$ cat config.mk
export PLATFORM = sky130hd
export DESIGN_NAME = switch_global_control
export DESIGN_NICKNAME = d
export VERILOG_FILES = /design/src/hdl/switch_global_control_pkg.sv /design/src/hdl/aging_timer.sv /design/src/hdl/switch_global_control.sv
export SDC_FILE = /design/constraint.sdc
export NUM_CORES = 1
export LEC_CHECK = 0
export BUFFER_PORTS_ARGS = -buffer_cell sky130_fd_sc_hd__buf_2
export CORE_MARGIN = 2
export CORE_UTILIZATION = 46
export CTS_CLUSTER_SIZE = 24
export DETAILED_ROUTE_END_ITERATION = 10
export PLACE_DENSITY = 0.76
export SYNTH_ARGS = -nofsm -noshare
export SYNTH_HDL_FRONTEND = slang
export SYNTH_SLANG_ARGS = --single-unit
export TNS_END_PERCENT = 100
$ cat constraint.sdc
create_clock -name clk_i -period 2.8 [get_ports clk_i]
set_input_delay 0.28 -clock clk_i [delete_from_list [all_inputs] [get_ports clk_i]]
set_output_delay 0.28 -clock clk_i [all_outputs]
set_load 0.005 [all_outputs]
$ cat src/hdl/switch_global_control_pkg.sv
// constants for the switch global control register bank
// assumes a 20 MHz core clock and an 8-bit register access port
package switch_global_control_pkg;

  // ----------------------------------------
  // register offsets
  // ----------------------------------------
  localparam logic [7:0] GC0_ADDR = 8'h02;
  localparam logic [7:0] GC1_ADDR = 8'h03;

  // ----------------------------------------
  // field positions
  // ----------------------------------------
  localparam int unsigned GC0_BUF_SHARE_BIT = 2;
  localparam int unsigned GC0_CONF_DROP_BIT = 1;
  localparam int unsigned GC0_LINK_AGE_BIT = 0;
  localparam int unsigned GC1_PASS_ALL_BIT = 7;
  localparam int unsigned GC1_TX_PAUSE_DIS_BIT = 5;
  localparam int unsigned GC1_RX_PAUSE_DIS_BIT = 4;
  localparam int unsigned GC1_LEN_CHECK_BIT = 3;
  localparam int unsigned GC1_AGING_EN_BIT = 2;
  localparam int unsigned GC1_FAST_AGE_BIT = 1;
  localparam int unsigned GC1_BACKOFF_BIT = 0;

  // ----------------------------------------
  // reset values and masks
  // ----------------------------------------
  // strapped bits reset to their pull defaults, then take the pins
  localparam logic [7:0] GC0_RESET = 8'h04;
  localparam logic [7:0] GC0_IMPL_MASK = 8'h07;
  localparam logic [7:0] GC1_RESET = 8'h04;

  // ----------------------------------------
  // frame classification constants
  // ----------------------------------------
  localparam logic [15:0] PAUSE_ETHERTYPE = 16'h8808;
  localparam logic [47:0] PAUSE_GROUP_DA = 48'h0180C2000001;
  localparam logic [15:0] LEN_FIELD_LIMIT = 16'h05DC;

  // ----------------------------------------
  // buffer pool
  // ----------------------------------------
  localparam int unsigned POOL_BUFFERS_DEFAULT = 512;
  localparam int unsigned SHARE_DIVISOR = 5;

  // ----------------------------------------
  // aging timing
  // ----------------------------------------
  localparam longint unsigned CLK_HZ = 64'd20_000_000;
  localparam longint unsigned AGE_NORMAL_S = 64'd300;
  localparam longint unsigned AGE_FAST_US = 64'd800;
  localparam longint unsigned AGE_NORMAL_CYCLES = AGE_NORMAL_S * CLK_HZ;
  // longest time, so round down
  localparam longint unsigned AGE_FAST_CYCLES = (AGE_FAST_US * CLK_HZ) / 64'd1_000_000;
  localparam int unsigned AGE_CNT_W = 33;

  typedef enum {AGE_OFF, AGE_NORMAL, AGE_LINK_FAST} age_mode_e;

endpackage : switch_global_control_pkg

$ cat src/hdl/aging_timer.sv
// aging period generator for the address table
// assumes enables come from registers in the same clock domain
`timescale 1ns/1ps
`default_nettype none

module aging_timer #(
  parameter longint unsigned NORMAL_CYCLES = switch_global_control_pkg::AGE_NORMAL_CYCLES,
  parameter longint unsigned FAST_CYCLES = switch_global_control_pkg::AGE_FAST_CYCLES,
  parameter int unsigned CNT_W = switch_global_control_pkg::AGE_CNT_W
) (
  // clock and reset
  input wire logic clk_i,
  input wire logic arst_n_i,
  // controls
  input wire logic aging_en_i,
  input wire logic fast_age_i,
  input wire logic link_fast_req_i,
  // status
  output logic age_tick_o,
  output logic link_fast_busy_o
);

  if (NORMAL_CYCLES < 2 || FAST_CYCLES < 2 || FAST_CYCLES > NORMAL_CYCLES ||
      NORMAL_CYCLES >= (64'd1 << CNT_W)) begin : g_bad_period
    $error("aging_timer: periods do not fit the counter");
  end

  localparam logic [CNT_W-1:0] NORMAL_LAST = CNT_W'(NORMAL_CYCLES - 64'd1);
  localparam logic [CNT_W-1:0] FAST_LAST = CNT_W'(FAST_CYCLES - 64'd1);

  switch_global_control_pkg::age_mode_e mode_reg, mode_next;
  logic [CNT_W-1:0] cnt_reg, cnt_next;
  logic tick_next;

  wire use_fast = fast_age_i || (mode_reg == switch_global_control_pkg::AGE_LINK_FAST);
  wire [CNT_W-1:0] last_cnt = use_fast ? FAST_LAST : NORMAL_LAST;
  wire expired = (cnt_reg >= last_cnt);

  always_comb begin
    mode_next = mode_reg;
    cnt_next = cnt_reg + 1'b1;
    tick_next = 1'b0;
    case (mode_reg)
      switch_global_control_pkg::AGE_OFF: begin
        cnt_next = '0;
        if (aging_en_i) begin
          mode_next = switch_global_control_pkg::AGE_NORMAL;
        end
      end
      switch_global_control_pkg::AGE_NORMAL, switch_global_control_pkg::AGE_LINK_FAST: begin
        if (expired) begin
          cnt_next = '0;
          tick_next = 1'b1;
          mode_next = switch_global_control_pkg::AGE_NORMAL;
        end
      end
      default: begin
        mode_next = switch_global_control_pkg::AGE_OFF;
        cnt_next = '0;
      end
    endcase
    // link drop restarts the count on the short period
    if (link_fast_req_i) begin
      mode_next = switch_global_control_pkg::AGE_LINK_FAST;
      cnt_next = '0;
      tick_next = 1'b0;
    end
    if (!aging_en_i) begin
      mode_next = switch_global_control_pkg::AGE_OFF;
      cnt_next = '0;
      tick_next = 1'b0;
    end
  end

  always_ff @(posedge clk_i or negedge arst_n_i) begin
    if (!arst_n_i) begin
      mode_reg <= switch_global_control_pkg::AGE_OFF;
      cnt_reg <= '0;
      age_tick_o <= 1'b0;
      link_fast_busy_o <= 1'b0;
    end else begin
      mode_reg <= mode_next;
      cnt_reg <= cnt_next;
      age_tick_o <= tick_next;
      link_fast_busy_o <= (mode_next == switch_global_control_pkg::AGE_LINK_FAST);
    end
  end

endmodule : aging_timer

`default_nettype wire

$ cat src/hdl/switch_global_control.sv
// global control registers of a five-port switch and the steering they drive
// assumes register port, frame classifier and link inputs are synchronous to clk_i
//
// Overview of operation
// - buffer share set lets every port use the whole pool, clear caps each port at one fifth; resets to one.
// - with conformance drop mode set, frames with type 0x8808 or the pause group address are discarded.
// - with conformance drop mode clear (reset value), the only control frames discarded are those classified as pause frames.
// - with link-change aging on, a link drop runs one fast aging cycle, then the normal period resumes.
// - with link-change aging on, a port losing its link ages out every learned address entry.
// - pass-all (bit 7 of the second register, reset zero) forwards every frame, errored ones included.
// - transmit pause disable clear follows autonegotiation, set keeps transmit flow control off.
// - receive pause disable clear follows autonegotiation, set keeps receive flow control off.
// - both pause disable bits load from one pulled-down strap and are written independently afterwards.
// - length check set discards frames whose type/length below 1500 mismatches the real length.
// - apart from link-change flushes, addresses age only while aging enable is set; it resets from the pulled-up aging strap.
// - fast age enable switches aging to the 800 us period; resets to zero.
// - aggressive backoff selects a non-standard half-duplex backoff; resets from a pulled-down strap.
//
// The address-and-strobe port was decided locally.
`timescale 1ns/1ps
`default_nettype none

module switch_global_control #(
  parameter int unsigned NUM_PORTS = 5,
  parameter int unsigned POOL_BUFFERS = switch_global_control_pkg::POOL_BUFFERS_DEFAULT,
  parameter longint unsigned AGE_NORMAL_CYCLES = switch_global_control_pkg::AGE_NORMAL_CYCLES,
  parameter longint unsigned AGE_FAST_CYCLES = switch_global_control_pkg::AGE_FAST_CYCLES,
  localparam int unsigned BUF_W = $clog2(POOL_BUFFERS + 1)
) (
  // clock and reset
  input wire logic clk_i,
  input wire logic arst_n_i,
  // register port
  input wire logic [7:0] reg_addr_i,
  input wire logic [7:0] reg_wdata_i,
  input wire logic reg_wr_i,
  input wire logic reg_rd_i,
  output logic [7:0] reg_rdata_o,
  // strap pins
  input wire logic pause_strap_pin_i,
  input wire logic aging_strap_pin_i,
  input wire logic backoff_strap_pin_i,
  // received frame classification
  input wire logic frame_valid_i,
  input wire logic [15:0] frame_type_len_i,
  input wire logic [47:0] frame_da_i,
  input wire logic frame_is_pause_i,
  input wire logic frame_error_i,
  input wire logic [15:0] frame_actual_len_i,
  output logic frame_done_o,
  output logic frame_drop_o,
  // buffer pool
  output logic buffer_share_o,
  output logic [BUF_W-1:0] port_buffer_limit_o,
  // flow control
  input wire logic [NUM_PORTS-1:0] an_tx_pause_i,
  input wire logic [NUM_PORTS-1:0] an_rx_pause_i,
  output logic [NUM_PORTS-1:0] tx_flow_en_o,
  output logic [NUM_PORTS-1:0] rx_flow_en_o,
  // address aging
  input wire logic [NUM_PORTS-1:0] link_up_i,
  output logic age_tick_o,
  output logic fast_aging_o,
  output logic flush_all_o,
  // mac behaviour
  output logic pass_all_o,
  output logic aggressive_backoff_o
);

  // ----------------------------------------
  // parameter checks
  // ----------------------------------------
  // the per-port share must still be at least one buffer
  if (NUM_PORTS < 1 || POOL_BUFFERS < switch_global_control_pkg::SHARE_DIVISOR) begin : g_bad_params
    $error("switch_global_control: port count or pool size unusable");
  end

  localparam logic [BUF_W-1:0] FULL_LIMIT = BUF_W'(POOL_BUFFERS);
  localparam logic [BUF_W-1:0] SHARE_LIMIT = BUF_W'(POOL_BUFFERS / switch_global_control_pkg::SHARE_DIVISOR);

  // ----------------------------------------
  // register decode
  // ----------------------------------------
  logic [7:0] gc0_reg, gc0_next;
  logic [7:0] gc1_reg, gc1_next;
  logic strap_done_reg;
  logic [NUM_PORTS-1:0] link_prev_reg;

  // one compare shared by the write and read decode
  function automatic logic addr_hit(input logic [7:0] addr, input logic [7:0] offset);
    return addr == offset;
  endfunction : addr_hit

  wire rd_gc0 = addr_hit(reg_addr_i, switch_global_control_pkg::GC0_ADDR);
  wire rd_gc1 = addr_hit(reg_addr_i, switch_global_control_pkg::GC1_ADDR);
  wire wr_gc0 = reg_wr_i && rd_gc0;
  wire wr_gc1 = reg_wr_i && rd_gc1;
  // unmapped addresses read zero
  wire [7:0] read_mux = rd_gc0 ? gc0_reg : (rd_gc1 ? gc1_reg : 8'h00);

  wire buf_share = gc0_reg[switch_global_control_pkg::GC0_BUF_SHARE_BIT];
  wire conf_drop = gc0_reg[switch_global_control_pkg::GC0_CONF_DROP_BIT];
  wire link_age = gc0_reg[switch_global_control_pkg::GC0_LINK_AGE_BIT];
  wire pass_all = gc1_reg[switch_global_control_pkg::GC1_PASS_ALL_BIT];
  wire tx_pause_dis = gc1_reg[switch_global_control_pkg::GC1_TX_PAUSE_DIS_BIT];
  wire rx_pause_dis = gc1_reg[switch_global_control_pkg::GC1_RX_PAUSE_DIS_BIT];
  wire len_check = gc1_reg[switch_global_control_pkg::GC1_LEN_CHECK_BIT];
  wire aging_en = gc1_reg[switch_global_control_pkg::GC1_AGING_EN_BIT];
  wire fast_age = gc1_reg[switch_global_control_pkg::GC1_FAST_AGE_BIT];
  wire backoff = gc1_reg[switch_global_control_pkg::GC1_BACKOFF_BIT];

  // ----------------------------------------
  // strap capture
  // ----------------------------------------
  // flops under async reset may only take constants, so the pins are
  // taken on the first edge after release instead of during reset
  logic [7:0] gc1_strapped;
  always_comb begin
    gc1_strapped = gc1_reg;
    gc1_strapped[switch_global_control_pkg::GC1_TX_PAUSE_DIS_BIT] = pause_strap_pin_i;
    gc1_strapped[switch_global_control_pkg::GC1_RX_PAUSE_DIS_BIT] = pause_strap_pin_i;
    gc1_strapped[switch_global_control_pkg::GC1_AGING_EN_BIT] = aging_strap_pin_i;
    gc1_strapped[switch_global_control_pkg::GC1_BACKOFF_BIT] = backoff_strap_pin_i;
  end

  // upper bits of the first register are not held here and read zero
  assign gc0_next = wr_gc0 ? (reg_wdata_i & switch_global_control_pkg::GC0_IMPL_MASK) : gc0_reg;
  // strap load once, then software owns every bit, each one separately
  assign gc1_next = !strap_done_reg ? gc1_strapped : (wr_gc1 ? reg_wdata_i : gc1_reg);

  always_ff @(posedge clk_i or negedge arst_n_i) begin
    if (!arst_n_i) begin
      gc0_reg <= switch_global_control_pkg::GC0_RESET;
      gc1_reg <= switch_global_control_pkg::GC1_RESET;
      strap_done_reg <= 1'b0;
      reg_rdata_o <= 8'h00;
    end else begin
      gc0_reg <= gc0_next;
      gc1_reg <= gc1_next;
      strap_done_reg <= 1'b1;
      reg_rdata_o <= reg_rd_i ? read_mux : 8'h00;
    end
  end

  // ----------------------------------------
  // frame drop decision
  // ----------------------------------------
  // classifier fields only matter while frame_valid_i is high
  wire conf_match = (frame_type_len_i == switch_global_control_pkg::PAUSE_ETHERTYPE) ||
                    (frame_da_i == switch_global_control_pkg::PAUSE_GROUP_DA);
  wire ctrl_drop = conf_drop ? conf_match : frame_is_pause_i;
  wire len_bad = len_check && (frame_type_len_i < switch_global_control_pkg::LEN_FIELD_LIMIT) &&
                 (frame_type_len_i != frame_actual_len_i);
  // pass-all is a debug escape hatch and overrides every discard reason
  wire drop_next = frame_valid_i && !pass_all && (ctrl_drop || len_bad || frame_error_i);

  always_ff @(posedge clk_i or negedge arst_n_i) begin
    if (!arst_n_i) begin
      frame_done_o <= 1'b0;
      frame_drop_o <= 1'b0;
    end else begin
      frame_done_o <= frame_valid_i;
      frame_drop_o <= drop_next;
    end
  end

  // ----------------------------------------
  // steering outputs
  // ----------------------------------------
  // registered copies, so downstream logic never sees decode glitches
  wire [BUF_W-1:0] limit_next = buf_share ? FULL_LIMIT : SHARE_LIMIT;
  wire [NUM_PORTS-1:0] tx_en_next = an_tx_pause_i & {NUM_PORTS{!tx_pause_dis}};
  wire [NUM_PORTS-1:0] rx_en_next = an_rx_pause_i & {NUM_PORTS{!rx_pause_dis}};

  always_ff @(posedge clk_i or negedge arst_n_i) begin
    if (!arst_n_i) begin
      buffer_share_o <= 1'b1;
      port_buffer_limit_o <= FULL_LIMIT;
      tx_flow_en_o <= '0;
      rx_flow_en_o <= '0;
      pass_all_o <= 1'b0;
      aggressive_backoff_o <= 1'b0;
    end else begin
      buffer_share_o <= buf_share;
      port_buffer_limit_o <= limit_next;
      tx_flow_en_o <= tx_en_next;
      rx_flow_en_o <= rx_en_next;
      pass_all_o <= pass_all;
      aggressive_backoff_o <= backoff;
    end
  end

  // ----------------------------------------
  // link change aging
  // ----------------------------------------
  // reset to all-down so a link already up at release is not a drop
  // a drop on any port counts, whatever caused the link loss
  wire link_drop = |(link_prev_reg & ~link_up_i);
  wire link_event = link_age && link_drop;

  always_ff @(posedge clk_i or negedge arst_n_i) begin
    if (!arst_n_i) begin
      link_prev_reg <= '0;
      flush_all_o <= 1'b0;
    end else begin
      link_prev_reg <= link_up_i;
      flush_all_o <= link_event;
    end
  end

  aging_timer #(
    .NORMAL_CYCLES(AGE_NORMAL_CYCLES),
    .FAST_CYCLES(AGE_FAST_CYCLES),
    .CNT_W(switch_global_control_pkg::AGE_CNT_W)
  ) u_aging_timer (
    .clk_i(clk_i),
    .arst_n_i(arst_n_i),
    .aging_en_i(aging_en),
    .fast_age_i(fast_age),
    .link_fast_req_i(link_event),
    .age_tick_o(age_tick_o),
    .link_fast_busy_o(fast_aging_o)
  );

  // ----------------------------------------
  // assertions
  // ----------------------------------------
  a_buffer_limit: assert property (@(posedge clk_i) disable iff (!arst_n_i)
    port_buffer_limit_o == (buffer_share_o ? FULL_LIMIT : SHARE_LIMIT))
    else $error("buffer limit does not follow share mode");

  a_conf_drop: assert property (@(posedge clk_i) disable iff (!arst_n_i)
    frame_valid_i && conf_drop && !pass_all && conf_match |=> frame_done_o && frame_drop_o)
    else $error("conformance frame not dropped");

  a_pause_only: assert property (@(posedge clk_i) disable iff (!arst_n_i)
    frame_valid_i && !conf_drop && !pass_all && !frame_is_pause_i && !frame_error_i && !len_bad
    |=> frame_done_o && !frame_drop_o)
    else $error("non-pause frame dropped in normal mode");

  a_link_fast: assert property (@(posedge clk_i) disable iff (!arst_n_i)
    link_event && aging_en ##1 aging_en |=> fast_aging_o && !age_tick_o)
    else $error("link drop did not start fast aging");

  a_flush_link: assert property (@(posedge clk_i) disable iff (!arst_n_i)
    strap_done_reg && link_age && |($past(link_up_i) & ~link_up_i) |=> flush_all_o)
    else $error("link loss did not flush address table");

  a_pass_all: assert property (@(posedge clk_i) disable iff (!arst_n_i)
    frame_valid_i && pass_all |=> frame_done_o && !frame_drop_o)
    else $error("frame dropped in pass-all mode");

  a_tx_pause: assert property (@(posedge clk_i) disable iff (!arst_n_i)
    tx_pause_dis |=> tx_flow_en_o == '0)
    else $error("tx flow control on while disabled");

  a_rx_pause: assert property (@(posedge clk_i) disable iff (!arst_n_i)
    !rx_pause_dis |=> rx_flow_en_o == $past(an_rx_pause_i))
    else $error("rx flow control does not follow negotiation");

  a_strap_load: assert property (@(posedge clk_i) disable iff (!arst_n_i)
    $rose(strap_done_reg) |-> tx_pause_dis == $past(pause_strap_pin_i) &&
    rx_pause_dis == $past(pause_strap_pin_i) && aging_en == $past(aging_strap_pin_i))
    else $error("strap value not loaded at reset release");

  a_len_check: assert property (@(posedge clk_i) disable iff (!arst_n_i)
    frame_valid_i && len_check && !pass_all &&
    frame_type_len_i < switch_global_control_pkg::LEN_FIELD_LIMIT &&
    frame_type_len_i != frame_actual_len_i |=> frame_drop_o)
    else $error("length mismatch frame not dropped");

  a_aging_off: assert property (@(posedge clk_i) disable iff (!arst_n_i)
    !aging_en [*2] |=> !age_tick_o && !fast_aging_o)
    else $error("aging active while disabled");

  a_sw_override: assert property (@(posedge clk_i) disable iff (!arst_n_i)
    strap_done_reg && wr_gc1 |=> gc1_reg == $past(reg_wdata_i) && strap_done_reg)
    else $error("software write lost against strap");

  a_backoff_out: assert property (@(posedge clk_i) disable iff (!arst_n_i)
    strap_done_reg ##1 1'b1 |-> aggressive_backoff_o == $past(backoff))
    else $error("backoff output does not follow register");

  // second edge after release: straps loaded, other bits still at reset
  a_reset_bits: assert property (@(posedge clk_i) disable iff (!arst_n_i)
    $rose(strap_done_reg) |-> buf_share && !conf_drop && !link_age && !pass_all && !fast_age)
    else $error("register bits off their reset values");

  a_strap_backoff: assert property (@(posedge clk_i) disable iff (!arst_n_i)
    $rose(strap_done_reg) |-> backoff == $past(backoff_strap_pin_i))
    else $error("backoff strap not loaded at reset release");

  a_gc0_write: assert property (@(posedge clk_i) disable iff (!arst_n_i)
    wr_gc0 |=> gc0_reg == ($past(reg_wdata_i) & switch_global_control_pkg::GC0_IMPL_MASK))
    else $error("first register write lost");

  a_share_out: assert property (@(posedge clk_i) disable iff (!arst_n_i)
    1'b1 |=> buffer_share_o == $past(buf_share))
    else $error("share output does not follow register");

  a_pause_drop: assert property (@(posedge clk_i) disable iff (!arst_n_i)
    frame_valid_i && !conf_drop && !pass_all && frame_is_pause_i |=> frame_drop_o)
    else $error("pause frame not dropped");

  a_error_drop: assert property (@(posedge clk_i) disable iff (!arst_n_i)
    frame_valid_i && frame_error_i && !pass_all |=> frame_drop_o)
    else $error("errored frame kept without pass-all");

  a_drop_pulse: assert property (@(posedge clk_i) disable iff (!arst_n_i)
    !frame_valid_i |=> !frame_done_o && !frame_drop_o)
    else $error("frame result outside its cycle");

  a_pass_out: assert property (@(posedge clk_i) disable iff (!arst_n_i)
    1'b1 |=> pass_all_o == $past(pass_all))
    else $error("pass-all output does not follow register");

  a_tx_follow: assert property (@(posedge clk_i) disable iff (!arst_n_i)
    !tx_pause_dis |=> tx_flow_en_o == $past(an_tx_pause_i))
    else $error("tx flow control does not follow negotiation");

  a_rx_off: assert property (@(posedge clk_i) disable iff (!arst_n_i)
    rx_pause_dis |=> rx_flow_en_o == '0)
    else $error("rx flow control on while disabled");

  a_no_flush: assert property (@(posedge clk_i) disable iff (!arst_n_i)
    !link_age |=> !flush_all_o)
    else $error("flush without link-change aging");

  // periods of at least two cycles keep the tick a single pulse
  a_tick_pulse: assert property (@(posedge clk_i) disable iff (!arst_n_i)
    age_tick_o |=> !age_tick_o)
    else $error("aging tick longer than one cycle");

  a_fast_ends: assert property (@(posedge clk_i) disable iff (!arst_n_i)
    age_tick_o |-> !fast_aging_o)
    else $error("fast aging still flagged after its cycle");

  a_fast_gated: assert property (@(posedge clk_i) disable iff (!arst_n_i)
    !aging_en |=> !fast_aging_o && !age_tick_o)
    else $error("aging activity while disabled");

endmodule : switch_global_control

`default_nettype wire

==> summary.md <==
| Metric | Value |
|---|---|
| DRC viols | 0 |
| Endpoint arrival time on the critical path | 3.27 ns |
| Hold Startpoint | link_up_i[1] |
| Iteration-0 DRC count of the detailed router | 249 |
| Clock skew after layout | 0.0110 ns |
| Part of the Yosys area used for sequential elements | 0.538 |
| Hold crit path type | input pin to flop |
| Final Cycle Share | 1.06 |
| IO Port Bufs | 151 |
| Time the final worst path needs with I/O delays and setup | 2.97 ns |
| Chip Height | 109 um |
| Maximum single-stage delay on the critical path | 0.39 ns |
| Slack of the critical path | -0.172 ns |
| Number of standard cells in the layout, taps in and fillers out | 776 |
| Most common cell after layout, fill and taps aside | sky130_fd_sc_hd__buf_2 |
| FMAX | 336 MHz |
| Total count of hold-check failures in the final report | 0 |
| H-tree levels | 3 |
| Count of buffer and inverter cells on the critical path | 1 |
| Number of nets in the layout | 764 |
| Asr flop ratio synth | 1.00 |
| GPL Wtd Cong | 0.811 |
| TritonCTS buffer count | 9 |
| Vias in the first global route | 4050 |
| Commonest non-fill, non-tap cells in the layout | sky130_fd_sc_hd__buf_2 (150), sky130_fd_sc_hd__dfrtp_1 (106), sky130_fd_sc_hd__conb_1 (36), sky130_fd_sc_hd__nor3_2 (32), sky130_fd_sc_hd__xnor2_1 (26) |
| Violated checks | setup timing |
| Number of antenna violations at the first check in global routing | 0 |
| Commonest register cell after synthesis | sky130_fd_sc_hd__dfrtp_1 |
| Overall fraction of global-route tracks in use | 0.209 |
| Critical path start-end classification | flop to flop |
| Most used cell along the critical path | sky130_fd_sc_hd__or2_4 |
| Setup-violating endpoint count in the final report | 37 |
| First element of the critical path | u_aging_timer.mode_reg[15] |
| Sinks on Clock Net | 109 |
| Required time reported for the critical path endpoint | 3.10 ns |
| Clock tree from TritonCTS | done |
| Final setup TNS | -4.77 ns |
| Count of different cell masters after synthesis | 50 |
| Register clock-pin slew on the reported worst setup and hold paths | 0.11 ns |
| Worst slew pin tran | 0.947 ns |
| Kind of launch point of the worst setup path | flop |
| Cell type with the highest aggregate area in the netlist | sky130_fd_sc_hd__dfrtp_1 |
| Die ar. | 11900 um^2 |
| Result of the run | finished, violations left |
| Gate family responsible for the most delay along the worst path | simple AND/OR/NAND/NOR gates |
| Area growth, synth to finish | 30.7% |
| Power per cell area | 439 nW/um^2 |
| Slowest library cell on the worst path | sky130_fd_sc_hd__dfrtp_1 |
| Peak supply drop | 0.328 mV |
| Maximum number of pins on one net before global-route repair | 78 |
| Routed vias/inst | 5.10 |
| YS warnings | 0 |
| Cells along the critical path | nor4_2 -> nand4_1 -> nor2_2 -> and3_4 -> or2_4 -> ha_4 -> nor4_4 -> a311oi_1 -> a211o_1 -> or2_4 -> buf_12 -> nor3_4 |
| Total gr overflow | 0 |
| Starting Density | 0.470 |
| Width of the chip | 109 um |
| Remaining max-slew budget at the tightest pin | 0.369 |
| Flip-flop count of the largest register, all copies and words added | 33 |
| Synthesized instance count | 433 |
| Count of flip-flops with a built-in enable after synthesis | 0 |
| N_diodes | 0 |
| # placed instances | 748 |
| Global-route wire length before repair | 19.4 mm |
| Filler Cell Count | 860 |
| Post-synthesis instance area | 5080 um^2 |
| Endpoint kind of the worst setup timing path | flop |
| Cell chosen for the clock root | sky130_fd_sc_hd__clkbuf_8 |
| Detailed-route via count | 3961 |
| Top post-synthesis cells by area | sky130_fd_sc_hd__dfrtp_1 (52%), sky130_fd_sc_hd__nor3_2 (6.3%), sky130_fd_sc_hd__xnor2_1 (4.5%) |
| 1st-pass router iterations | 4 |
| Area inside the core boundary | 10800 um^2 |
| WL per Instance | 15.6 um |
| # Max-Cap Violations | 0 |
| Drt total wl | 12.1 mm |
| Hpwl dp | 8.67 mm |
| RSZ-0062 raised after global routing | yes |
| Final number of max-transition violations | 0 |
| Startpoint of the most critical register-to-register path | u_aging_timer.mode_reg[15] |
| Rows | 38 |
| Share of cells above drive strength 1 | 0.393 |
| Number of storage elements in the synthesis netlist | 109 |
| Reported leakage power | 0.00302 uW |
| Fraction of post-synthesis cell area in the top cell type by area | 0.523 |
| Worst-case clock buffer depth | 2 |
| Clock latency on the worst-skew pair | 0.38 ns |
| CP Max Fanout | 10 |
| Per-instance average area after synthesis | 11.7 um^2 |
| Count of boundary I/O pins | 157 |
| Number of nets with antenna violations after routing | 0 |
==> final cells by class <==
class	instances	area [um^2]	share of cell area
clock inverter	7	101	0.0153
timing repair buffer	173	995	0.150
clock buffer	9	124	0.0187
tap	140	175	0.0264
multi-input combinational	323	2450	0.369
inverter	15	56.3	0.00849
sequential	109	2730	0.412
==> metrics by stage <==
stage | total power, uW | area [um^2] | util | setup WS (ns) | hold slack (ns)
detailed placement | 1910 | 6120 | 0.567 | -0.335 | 0.395
finish | 2910 | 6630 | 0.615 | -0.172 | 0.0213
global route | 3030 | 6630 | 0.615 | -0.324 | 0.00897
floorplan | 1750 | 5240 | - | 0.0100 | -0.0156
global placement | 1900 | 6120 | 0.567 | -0.183 | 0.390
CTS | 2940 | 6510 | 0.603 | -0.146 | 0.00295
==> synth_stat cells, types with 4 or more instances <==
cell                       instances
sky130_fd_sc_hd__xor2_1           22
sky130_fd_sc_hd__xnor2_1          26
sky130_fd_sc_hd__and3_1           10
sky130_fd_sc_hd__dfrtp_1         106
sky130_fd_sc_hd__mux2_1            7
sky130_fd_sc_hd__nor2b_1          16
sky130_fd_sc_hd__buf_6             4
sky130_fd_sc_hd__clkbuf_1          4
sky130_fd_sc_hd__ha_1             12
sky130_fd_sc_hd__mux2i_1           4
sky130_fd_sc_hd__nor3_2           32
sky130_fd_sc_hd__inv_1            15
sky130_fd_sc_hd__and4_1            5
sky130_fd_sc_hd__nor4b_1          10
sky130_fd_sc_hd__a21oi_1           7
sky130_fd_sc_hd__nand4_1          15
sky130_fd_sc_hd__nor2_1           15
sky130_fd_sc_hd__buf_4             9
sky130_fd_sc_hd__nor3_1           21
sky130_fd_sc_hd__nor4_1           23
sky130_fd_sc_hd__nand2_1          18
sky130_fd_sc_hd__nand3_1          11
==> power breakdown <==
group          internal (uW)  switching (uW)  total (uW)
Sequential              1630            29.5        1660
Clock                    444             582        1030
Combinational            116             118         233
==> worst register-to-register path, cell delays in order, from the launching register on <==
cell and delay [ns]:
sky130_fd_sc_hd__dfrtp_1 0.39, sky130_fd_sc_hd__nor4_2 0.26, sky130_fd_sc_hd__nand4_1 0.16, sky130_fd_sc_hd__nor2_2 0.15
sky130_fd_sc_hd__and3_4 0.21, sky130_fd_sc_hd__or2_4 0.21, sky130_fd_sc_hd__ha_4 0.24, sky130_fd_sc_hd__nor4_4 0.27
sky130_fd_sc_hd__a311oi_1 0.07, sky130_fd_sc_hd__a211o_1 0.26, sky130_fd_sc_hd__or2_4 0.31, sky130_fd_sc_hd__buf_12 0.17
sky130_fd_sc_hd__nor3_4 0.20
==> per-layer routing <==
layer / GRT usage / share of wire / routed length, um
met5: 0 / 0 / 0
met4: 0.0714 / 0.020 / 243
met3: 0.0622 / 0.064 / 771
met2: 0.322 / 0.49 / 5900
met1: 0.283 / 0.43 / 5200
==> logic make-up (layout without fill, tap and decap cells) <==
logic type | Yosys count | after routing | synth area share
AND/OR/NAND/NOR | 187 | 188 | 0.244
flip-flops | 109 | 109 | 0.538
XOR/XNOR | 48 | 48 | 0.0828
buffers and inverters | 36 | 204 | 0.0426
AO/OA/AOI/OAI | 28 | 28 | 0.0380
adder cells (fa/ha/maj) | 12 | 12 | 0.0296
multiplexers | 11 | 11 | 0.0234
other | 2 | 36 | 0.00148
==> worst paths after layout <==
path	endpoint	slack, ns	cells past startpoint
min reg2reg	port_buffer_limit_o[9]	0.42	0
min	link_prev_reg[1]	0.02	1
max	u_aging_timer.cnt_reg[2]	-0.17	12
max reg2reg	u_aging_timer.cnt_reg[2]	-0.17	12
max in group asynchronous	u_aging_timer.mode_reg[13]	1.97	2
min in group asynchronous	u_aging_timer.cnt_reg[24]	0.03	1
==> what timing repair did <==
item                                   4_1_cts  5_1_grt
hold buffers                                 4        0
setup buffers                                5        2
setup endpoints to repair                   36       37
gates cloned                                 1        1
pin swaps                                    8       17
gates resized for setup                     13       15
endpoints found under the hold margin        4        0
No activity file was read; power rests on OpenSTA's default activity.
